==> src/verilog/aal_pkg.sv <==
// Purpose: Constants for the accumulator ALU, carry, shift and skip datapath
// Assumes: Instruction bits numbered 0 (MSB) to 15 (LSB), held as word[15:0]
// Notes:   Instruction bit k sits at word index 15-k
package aal_pkg;

    // ==================================================
    // Function codes
    typedef enum logic [2:0]
    {
        AAL_INVERT_OP    = 3'h0,
        AAL_SIGN_FLIP_OP = 3'h1,
        AAL_COPY_OP      = 3'h2,
        AAL_INC_OP       = 3'h3,
        AAL_ADD_COMP_OP  = 3'h4,
        AAL_SUB_OP       = 3'h5,
        AAL_ADD_OP       = 3'h6,
        AAL_AND_OP       = 3'h7
    } aal_func_t;

    // ==================================================
    // Instruction field positions (word index)
    localparam int AAL_ALU_BIT      = 15;
    localparam int AAL_SRC_HI       = 14;
    localparam int AAL_SRC_LO       = 13;
    localparam int AAL_DST_HI       = 12;
    localparam int AAL_DST_LO       = 11;
    localparam int AAL_FUNC_HI      = 10;
    localparam int AAL_FUNC_LO      = 8;
    localparam int AAL_SHIFT_HI     = 7;
    localparam int AAL_SHIFT_LO     = 6;
    localparam int AAL_CARRY_HI     = 5;
    localparam int AAL_CARRY_LO     = 4;
    localparam int AAL_NOLOAD_BIT   = 3;
    localparam int AAL_SKIP_HI      = 2;
    localparam int AAL_SKIP_LO      = 0;

    // ==================================================
    // Carry base, shift and skip codes
    localparam logic [1:0] AAL_BASE_CARRY  = 2'h0;
    localparam logic [1:0] AAL_BASE_ZERO   = 2'h1;
    localparam logic [1:0] AAL_BASE_ONE    = 2'h2;
    localparam logic [1:0] AAL_BASE_NCARRY = 2'h3;
    localparam logic [1:0] AAL_ROT_NONE    = 2'h0;
    localparam logic [1:0] AAL_ROT_LEFT    = 2'h1;
    localparam logic [1:0] AAL_ROT_RIGHT   = 2'h2;
    localparam logic [1:0] AAL_ROT_SWAP    = 2'h3;
    localparam logic [2:0] AAL_SKIP_NEVER  = 3'h0;
    localparam logic [2:0] AAL_SKIP_ALWAYS = 3'h1;

    // ==================================================
    // Register map (byte addresses) and reset values
    localparam logic [7:0]  AAL_REG_INSTR  = 8'h00;
    localparam logic [7:0]  AAL_REG_STATUS = 8'h04;
    localparam logic [7:0]  AAL_REG_CARRY  = 8'h08;
    localparam logic [7:0]  AAL_REG_ACC0   = 8'h10;
    localparam logic [7:0]  AAL_REG_ACC3   = 8'h1C;
    localparam logic [15:0] AAL_ACC_RESET  = 16'h0000;
    localparam logic [1:0]  AAL_RESP_OKAY  = 2'h0;
    localparam logic [1:0]  AAL_RESP_SLVERR = 2'h2;

endpackage

==> src/verilog/aal_fn_unit.sv <==
// Purpose: Function generator: eight operations and the carry bit
// Assumes: Combinational, same clock as the caller
// Notes:   Arithmetic carry out taken from a 17-bit sum
`timescale 1ns/10ps
module aal_fn_unit
(
    // Operands
    input  wire logic [2:0]  i_func,
    input  wire logic [15:0] i_src,
    input  wire logic [15:0] i_dst,
    input  wire logic        i_base,
    // Result
    output logic [15:0]      o_res,
    output logic             o_carry
);
    import aal_pkg::*;

    logic [16:0] sum;
    logic        logical;

    always_comb
    begin
        sum     = 17'h00000;
        logical = 1'b0;
        unique case (aal_func_t'(i_func))
            AAL_INVERT_OP:
            begin
                sum     = {1'b0, ~i_src};
                logical = 1'b1;
            end
            AAL_SIGN_FLIP_OP: sum = {1'b0, ~i_src} + 17'h00001;
            AAL_COPY_OP:
            begin
                sum     = {1'b0, i_src};
                logical = 1'b1;
            end
            AAL_INC_OP:       sum = {1'b0, i_src} + 17'h00001;
            AAL_ADD_COMP_OP:  sum = {1'b0, i_dst} + {1'b0, ~i_src};
            AAL_SUB_OP:
                sum = {1'b0, i_dst} + {1'b0, ~i_src} + 17'h00001;
            AAL_ADD_OP:       sum = {1'b0, i_dst} + {1'b0, i_src};
            AAL_AND_OP:
            begin
                sum     = {1'b0, i_src & i_dst};
                logical = 1'b1;
            end
        endcase
        o_res   = sum[15:0];
        // Logical ops leave bit 16 clear, so base passes through
        o_carry = logical ? i_base : (i_base ^ sum[16]);
    end

endmodule // aal_fn_unit

==> src/verilog/aal_core.sv <==
// Purpose: Accumulator ALU with carry, shifter, skip and AXI4-Lite access
// Assumes: Instruction from the sequencer on the same clock; 100 MHz
// Notes:   One instruction per cycle; results land at the next edge
//
// Register access over AXI4-Lite and the placing of the registers were chosen for this implementation.
`timescale 1ns/10ps
module aal_core
(
    // Clock and reset
    input  wire logic        i_ref_clk,
    input  wire logic        i_rst_b,
    // Sequencer
    input  wire logic        i_instr_valid,
    input  wire logic [15:0] i_instr,
    output logic             o_done,
    output logic             o_skip,
    // AXI4-Lite write address
    input  wire logic        s_axi_awvalid,
    output logic             s_axi_awready,
    input  wire logic [7:0]  s_axi_awaddr,
    // AXI4-Lite write data
    input  wire logic        s_axi_wvalid,
    output logic             s_axi_wready,
    input  wire logic [31:0] s_axi_wdata,
    input  wire logic [3:0]  s_axi_wstrb,
    // AXI4-Lite write response
    output logic             s_axi_bvalid,
    input  wire logic        s_axi_bready,
    output logic [1:0]       s_axi_bresp,
    // AXI4-Lite read address
    input  wire logic        s_axi_arvalid,
    output logic             s_axi_arready,
    input  wire logic [7:0]  s_axi_araddr,
    // AXI4-Lite read data
    output logic             s_axi_rvalid,
    input  wire logic        s_axi_rready,
    output logic [31:0]      s_axi_rdata,
    output logic [1:0]       s_axi_rresp
);
    import aal_pkg::*;

    // ==================================================
    // Reset synchroniser
    logic rst_meta;
    logic rst_n;

    always_ff @(posedge i_ref_clk or negedge i_rst_b)
    begin
        if (!i_rst_b)
        begin
            rst_meta <= 1'b0;
            rst_n    <= 1'b0;
        end
        else
        begin
            rst_meta <= 1'b1;
            rst_n    <= rst_meta;
        end
    end

    // ==================================================
    // Architectural state
    logic [15:0] acc [4];
    logic        carry;
    logic [15:0] last_instr;

    // ==================================================
    // AXI write channel capture
    logic        aw_held;
    logic        w_held;
    logic [7:0]  aw_addr;
    logic [31:0] w_data;
    logic [3:0]  w_strb;
    logic        wr_go;
    logic        wr_hit;
    logic        sw_issue;

    assign wr_go  = aw_held && w_held && !s_axi_bvalid;
    assign wr_hit = (aw_addr == AAL_REG_INSTR) || (aw_addr == AAL_REG_STATUS)
                 || (aw_addr == AAL_REG_CARRY)
                 || ((aw_addr >= AAL_REG_ACC0) && (aw_addr <= AAL_REG_ACC3)
                     && (aw_addr[1:0] == 2'h0));
    // Software issue needs both low bytes; the sequencer port wins a clash
    assign sw_issue = wr_go && (aw_addr == AAL_REG_INSTR) && (&w_strb[1:0]);

    always_ff @(posedge i_ref_clk or negedge rst_n)
    begin
        if (!rst_n)
        begin
            aw_held       <= 1'b0;
            w_held        <= 1'b0;
            aw_addr       <= 8'h00;
            w_data        <= 32'h00000000;
            w_strb        <= 4'h0;
            s_axi_awready <= 1'b0;
            s_axi_wready  <= 1'b0;
            s_axi_bvalid  <= 1'b0;
            s_axi_bresp   <= AAL_RESP_OKAY;
        end
        else
        begin
            s_axi_awready <= !aw_held && !s_axi_awready;
            s_axi_wready  <= !w_held && !s_axi_wready;
            if (s_axi_awvalid && s_axi_awready)
            begin
                aw_held <= 1'b1;
                aw_addr <= s_axi_awaddr;
            end
            if (s_axi_wvalid && s_axi_wready)
            begin
                w_held <= 1'b1;
                w_data <= s_axi_wdata;
                w_strb <= s_axi_wstrb;
            end
            if (wr_go)
            begin
                aw_held      <= 1'b0;
                w_held       <= 1'b0;
                s_axi_bvalid <= 1'b1;
                s_axi_bresp  <= wr_hit ? AAL_RESP_OKAY : AAL_RESP_SLVERR;
            end
            else if (s_axi_bvalid && s_axi_bready)
            begin
                s_axi_bvalid <= 1'b0;
            end
        end
    end

    // ==================================================
    // Instruction decode
    logic        exec;
    logic [15:0] instr;
    logic [1:0]  src_sel;
    logic [1:0]  dst_sel;
    logic [2:0]  func;
    logic [1:0]  rot_sel;
    logic [1:0]  base_sel;
    logic        no_load;
    logic [2:0]  skip_code;
    logic        base;

    assign instr     = i_instr_valid ? i_instr : w_data[15:0];
    // Only words with the operate bit set run here
    assign exec      = (i_instr_valid || sw_issue) && instr[AAL_ALU_BIT];
    assign src_sel   = instr[AAL_SRC_HI:AAL_SRC_LO];
    assign dst_sel   = instr[AAL_DST_HI:AAL_DST_LO];
    assign func      = instr[AAL_FUNC_HI:AAL_FUNC_LO];
    assign rot_sel   = instr[AAL_SHIFT_HI:AAL_SHIFT_LO];
    assign base_sel  = instr[AAL_CARRY_HI:AAL_CARRY_LO];
    assign no_load   = instr[AAL_NOLOAD_BIT];
    assign skip_code = instr[AAL_SKIP_HI:AAL_SKIP_LO];

    always_comb
    begin
        unique case (base_sel)
            AAL_BASE_CARRY:  base = carry;
            AAL_BASE_ZERO:   base = 1'b0;
            AAL_BASE_ONE:    base = 1'b1;
            AAL_BASE_NCARRY: base = ~carry;
        endcase
    end

    // ==================================================
    // Function generator
    logic [15:0] fn_res;
    logic        fn_carry;

    aal_fn_unit u_fn
    (
        .i_func  (func),
        .i_src   (acc[src_sel]),
        .i_dst   (acc[dst_sel]),
        .i_base  (base),
        .o_res   (fn_res),
        .o_carry (fn_carry)
    );

    // ==================================================
    // Shifter: word is {carry, result}, result[15] is bit 0
    logic [16:0] sh_word;
    logic        res_zero;
    logic        skip_cond;

    always_comb
    begin
        unique case (rot_sel)
            AAL_ROT_NONE:  sh_word = {fn_carry, fn_res};
            AAL_ROT_LEFT:  sh_word = {fn_res[15], fn_res[14:0], fn_carry};
            AAL_ROT_RIGHT: sh_word = {fn_res[0], fn_carry, fn_res[15:1]};
            AAL_ROT_SWAP:  sh_word = {fn_carry, fn_res[7:0], fn_res[15:8]};
        endcase
    end

    // Tested on the shifter output whether or not it is loaded
    assign res_zero = (sh_word[15:0] == 16'h0000);

    always_comb
    begin
        unique case (skip_code)
            3'h0: skip_cond = 1'b0;
            3'h1: skip_cond = 1'b1;
            3'h2: skip_cond = !sh_word[16];
            3'h3: skip_cond = sh_word[16];
            3'h4: skip_cond = res_zero;
            3'h5: skip_cond = !res_zero;
            3'h6: skip_cond = !sh_word[16] || res_zero;
            3'h7: skip_cond = sh_word[16] && !res_zero;
        endcase
    end

    // ==================================================
    // Sequencer answer
    always_ff @(posedge i_ref_clk or negedge rst_n)
    begin
        if (!rst_n)
        begin
            o_done     <= 1'b0;
            o_skip     <= 1'b0;
            last_instr <= 16'h0000;
        end
        else
        begin
            o_done <= exec;
            o_skip <= exec && skip_cond;
            if (exec)
            begin
                last_instr <= instr;
            end
        end
    end

    // ==================================================
    // Accumulators and carry; execution beats software writes
    logic [1:0] wr_idx;

    assign wr_idx = aw_addr[3:2];

    always_ff @(posedge i_ref_clk or negedge rst_n)
    begin
        if (!rst_n)
        begin
            for (int i = 0; i < 4; i++)
            begin
                acc[i] <= AAL_ACC_RESET;
            end
            carry <= 1'b0;
        end
        else if (exec && !no_load)
        begin
            acc[dst_sel] <= sh_word[15:0];
            carry        <= sh_word[16];
        end
        else if (wr_go && !exec)
        begin
            if ((aw_addr == AAL_REG_CARRY) && w_strb[0])
            begin
                carry <= w_data[0];
            end
            if ((aw_addr >= AAL_REG_ACC0) && (aw_addr <= AAL_REG_ACC3)
                && (aw_addr[1:0] == 2'h0))
            begin
                if (w_strb[0])
                begin
                    acc[wr_idx][7:0] <= w_data[7:0];
                end
                if (w_strb[1])
                begin
                    acc[wr_idx][15:8] <= w_data[15:8];
                end
            end
        end
    end

    // ==================================================
    // AXI read channel
    always_ff @(posedge i_ref_clk or negedge rst_n)
    begin
        if (!rst_n)
        begin
            s_axi_arready <= 1'b0;
            s_axi_rvalid  <= 1'b0;
            s_axi_rdata   <= 32'h00000000;
            s_axi_rresp   <= AAL_RESP_OKAY;
        end
        else
        begin
            s_axi_arready <= !s_axi_rvalid && !s_axi_arready;
            if (s_axi_arvalid && s_axi_arready)
            begin
                s_axi_rvalid <= 1'b1;
                s_axi_rresp  <= AAL_RESP_OKAY;
                if (s_axi_araddr == AAL_REG_INSTR)
                begin
                    s_axi_rdata <= {16'h0000, last_instr};
                end
                else if (s_axi_araddr == AAL_REG_STATUS)
                begin
                    s_axi_rdata <= {30'h00000000, o_skip, carry};
                end
                else if (s_axi_araddr == AAL_REG_CARRY)
                begin
                    s_axi_rdata <= {31'h00000000, carry};
                end
                else if ((s_axi_araddr >= AAL_REG_ACC0) && (s_axi_araddr <= AAL_REG_ACC3)
                         && (s_axi_araddr[1:0] == 2'h0))
                begin
                    s_axi_rdata <= {16'h0000, acc[s_axi_araddr[3:2]]};
                end
                else
                begin
                    s_axi_rdata <= 32'h00000000;
                    s_axi_rresp <= AAL_RESP_SLVERR;
                end
            end
            else if (s_axi_rvalid && s_axi_rready)
            begin
                s_axi_rvalid <= 1'b0;
            end
        end
    end
endmodule // aal_core

==> config.mk <==
export PLATFORM = sky130hd
export DESIGN_NAME = aal_core
export DESIGN_NICKNAME = d
export VERILOG_FILES = /design/src/verilog/aal_pkg.sv /design/src/verilog/aal_fn_unit.sv /design/src/verilog/aal_core.sv
export SDC_FILE = /design/constraint.sdc
export NUM_CORES = 1
export LEC_CHECK = 0
export BUFFER_PORTS_ARGS = -buffer_cell sky130_fd_sc_hd__buf_2
export CAP_MARGIN = 20
export CORE_MARGIN = 5
export CORE_UTILIZATION = 40
export DETAILED_ROUTE_END_ITERATION = 10
export SYNTH_ARGS = -nofsm -noshare
export SYNTH_HDL_FRONTEND = slang
export SYNTH_SLANG_ARGS = --single-unit
==> constraint.sdc <==
create_clock -name i_ref_clk -period 4.5 [get_ports i_ref_clk]
set_input_delay 0.9 -clock i_ref_clk [delete_from_list [all_inputs] [get_ports i_ref_clk]]
set_output_delay 0.9 -clock i_ref_clk [all_outputs]
set_load 0.05 [all_outputs]
==> flow_summary.json <==
{
  "drc_errors": 0,
  "first_pass_iters": 5,
  "start_kind": "input port",
  "slew_headroom_pct": 28.75,
  "fin_area_um2": 17290,
  "overflow": 0,
  "htree_levels": 4,
  "ys_warn_count": 0,
  "yosys.cell_count.top_type": "nand2_1",
  "place_congestion": 0.9954,
  "die_area_um2": 32770,
  "path_class": "in -> reg",
  "ff_latch_area_um2": 3407,
  "synth_common_cells": "141 x nand2_1, 136 x dfrtp_1, 124 x nor2_1",
  "syn_inst": 1313,
  "area_growth_pct": 47.81,
  "syn-mean-instance-area_um2": 8.910,
  "antennaDiodeCount": 0,
  "failed_checks": "setup timing",
  "multi_input_area_um2": 9014,
  "cts_tree": "done",
  "max_cap_violations": 0,
  "wire_per_inst_um": 22.13,
  "reg2reg_from": "w_data[11]",
  "ys.flop_type": "dfrtp_1",
  "finalClockSkew_ns": 0.007925,
  "finalSetupViolCount": 66,
  "port-buffer-count": 82,
  "antenna_found_initial": 0,
  "initial_core_util_pct": 40.65,
  "syn-cell-area_um2": 11700,
  "grt_max_degree": 81,
  "cts_hold_buf": 0,
  "cellPowerDensity_nw_per_um2": 930.8,
  "cts.sinks": 136,
  "status": "finished with violations",
  "fp-row-count": 62,
  "routed_wl_um": 47430,
  "setup_ws_ns": -0.9573,
  "placed_area_um2": 15150,
  "hp-class": "in -> async",
  "ant_nets": 0,
  "maxSlewViolCount": 0,
  "cp.required_ns": 4.85,
  "clock.fmax_ghz": 0.1832,
  "die_w_um": 181.0,
  "ys_types": 89,
  "cts-buffers-inserted": 17,
  "peakVddDrop_uv": 473.7,
  "grt_pass1_vias": 12590,
  "fin_util_pct": 60.08,
  "drt-initial-drc-count": 1102,
  "p_leak_uw": 0.007584,
  "fin_crit_ns": 5.457,
  "rsz0062_at_grt": "true",
  "num-nets-final": 1873,
  "insertion_delay_ns": 0.43,
  "die_h_um": 181.0,
  "cts_root_buf": "clkbuf_16",
  "synthArstFlopShare_pct": 100.0,
  "post-dp-hpwl_um": 35730,
  "tightest_slew_ns": 1.061,
  "clk_pin_slew_ns": 0.06,
  "cts_buffer_depth": 2,
  "via_per_inst": 5.885,
  "synth-edff-count": 0,
  "crit_fanout": 8,
  "layout-drive-gt1-share_pct": 46.67,
  "yosys_register_bits": 136,
  "critPathCaptureType": "register",
  "ios": 119,
  "yosysTopAreaCellShare_pct": 29.09,
  "post-route-period-util_pct": 121.3,
  "n_fill_cell": 2462,
  "num_vias": 12612,
  "critPathArrivalTime_ns": 5.81,
  "synth_top_area_cell": "dfrtp_1",
  "grt_pass1_wl_um": 72940,
  "track_usage_pct": 28.18,
  "yosys-top-cells-area": "dfrtp_1 29%, mux4_2 8.3%, ha_1 5.2%",
  "crit_start": "i_instr_valid",
  "core_area_um2": 28780,
  "final-hold-violation-count": 0,
  "synth_seq_area_share_pct": 29.09
}
==> power by group <==
group | internal, µW | leakage, µW | total [µW] | switching [µW]
clock network | 892 | 0.000295 | 1460 | 572
registers | 1640 | 0.00171 | 2100 | 458
logic | 6080 | 0.00558 | 12500 | 6450
total | 8620 | 0.00758 | 16100 | 7480
==> layout by cell type, fill, tap and decap left out, drive strengths merged, types with 22 or more instances in the layout <==
master | Yosys | layout
dfrtp | 136 | 136
nor3 | 27 | 27
mux4 | 43 | 43
and2 | 23 | 23
nand3 | 22 | 22
o21ai | 109 | 109
buf | 35 | 482
inv | 42 | 46
a22oi | 25 | 25
mux2i | 51 | 51
mux2 | 50 | 52
nor2 | 124 | 124
a21oi | 88 | 88
ha | 49 | 49
nand2 | 141 | 141
==> metal layers <==
metal / vias up / GRT usage, % / wire, µm
met4: 0 / 13.03 / 2494
li1: 5772 / - / -
met3: 127 / 4.303 / 3287
met1: 6151 / 36.75 / 19390
met5: - / 0 / 0
met2: 562 / 46.30 / 22260
==> sequential cells by signal, summed over array words and instances (netlist names), 2 cells and up <==
signal       count
w_data          16
last_instr      16
s_axi_rdata     16
aw_addr          8
acc             64
w_strb           2
==> worst max-delay path, cell delays in order <==
cell	delay [ns]
buf_12	0.12
buf_4	0.15
mux2_4	0.35
mux4_2	0.39
buf_6	0.16
ha_4	0.27
buf_6	0.10
nor2_4	0.03
buf_6	0.11
o311a_4	0.36
or4_1	0.51
nand4_1	0.20
o32ai_4	0.14
o2111ai_2	0.11
buf_4	0.16
or4_4	0.11
nand3_4	0.07
mux4_2	0.54
nand3b_4	0.19
a2111oi_4	0.18
nand4_1	0.15
or3_1	0.37
o211ai_1	0.09
==> cells by family after synthesis <==
group | count (synthesis) | share of synthesized area, %
simple gates | 418 | 16.71
compound gates | 408 | 23.75
mux | 144 | 17.84
flops | 136 | 29.09
buf+inv | 130 | 5.166
fa+ha+maj | 51 | 5.583
xor+xnor | 24 | 1.797
other cells | 2 | 0.06420
==> worst paths after layout <==
kind | end | slack, ns | depth (start not counted)
setup / recovery | o_skip | -0.96 | 23
hold / removal | rst_n | 0.24 | 1
setup reg to reg | o_skip | -0.77 | 21
hold reg to reg | rst_n | 0.35 | 0
max in group asynchronous | acc[35] | 3.20 | 1
min in group i_ref_clk | rst_n | 0.35 | 0
==> final cells by class <==
type | instances | area share (%)
Inverter | 42 | 0.9117
Timing Repair Buffer | 483 | 20.95
Tap cell | 384 | 2.779
Clock buffer | 19 | 2.562
Clock inverter | 13 | 0.9696
Multi-Input combinational cell | 1066 | 52.13
Sequential cell | 136 | 19.70
==> timing repair <==
item	CTS	global route
endpoints found under the setup margin	66	66
buffers inserted	27	25
resized for setup	114	157
gates cloned	3	0
pin swaps	47	67
==> metrics by stage <==
stage	instances	power (µW)	hold WS (ns)	setup TNS (ns)	worst slack, ns
final	2143	16100	0.2353	-38.67	-0.9573
after global routing	2143	16940	0.2323	-49.70	-1.145
after CTS	2126	14810	0.2294	-34.09	-0.8366
after detailed placement	2064	12210	0.3428	-91.54	-1.777
after global placement	2064	12140	0.3384	-88.23	-1.711
after floorplan	1330	7429	0.3312	-56.66	-1.558
Note: power is estimated with default switching activity, not from simulation.
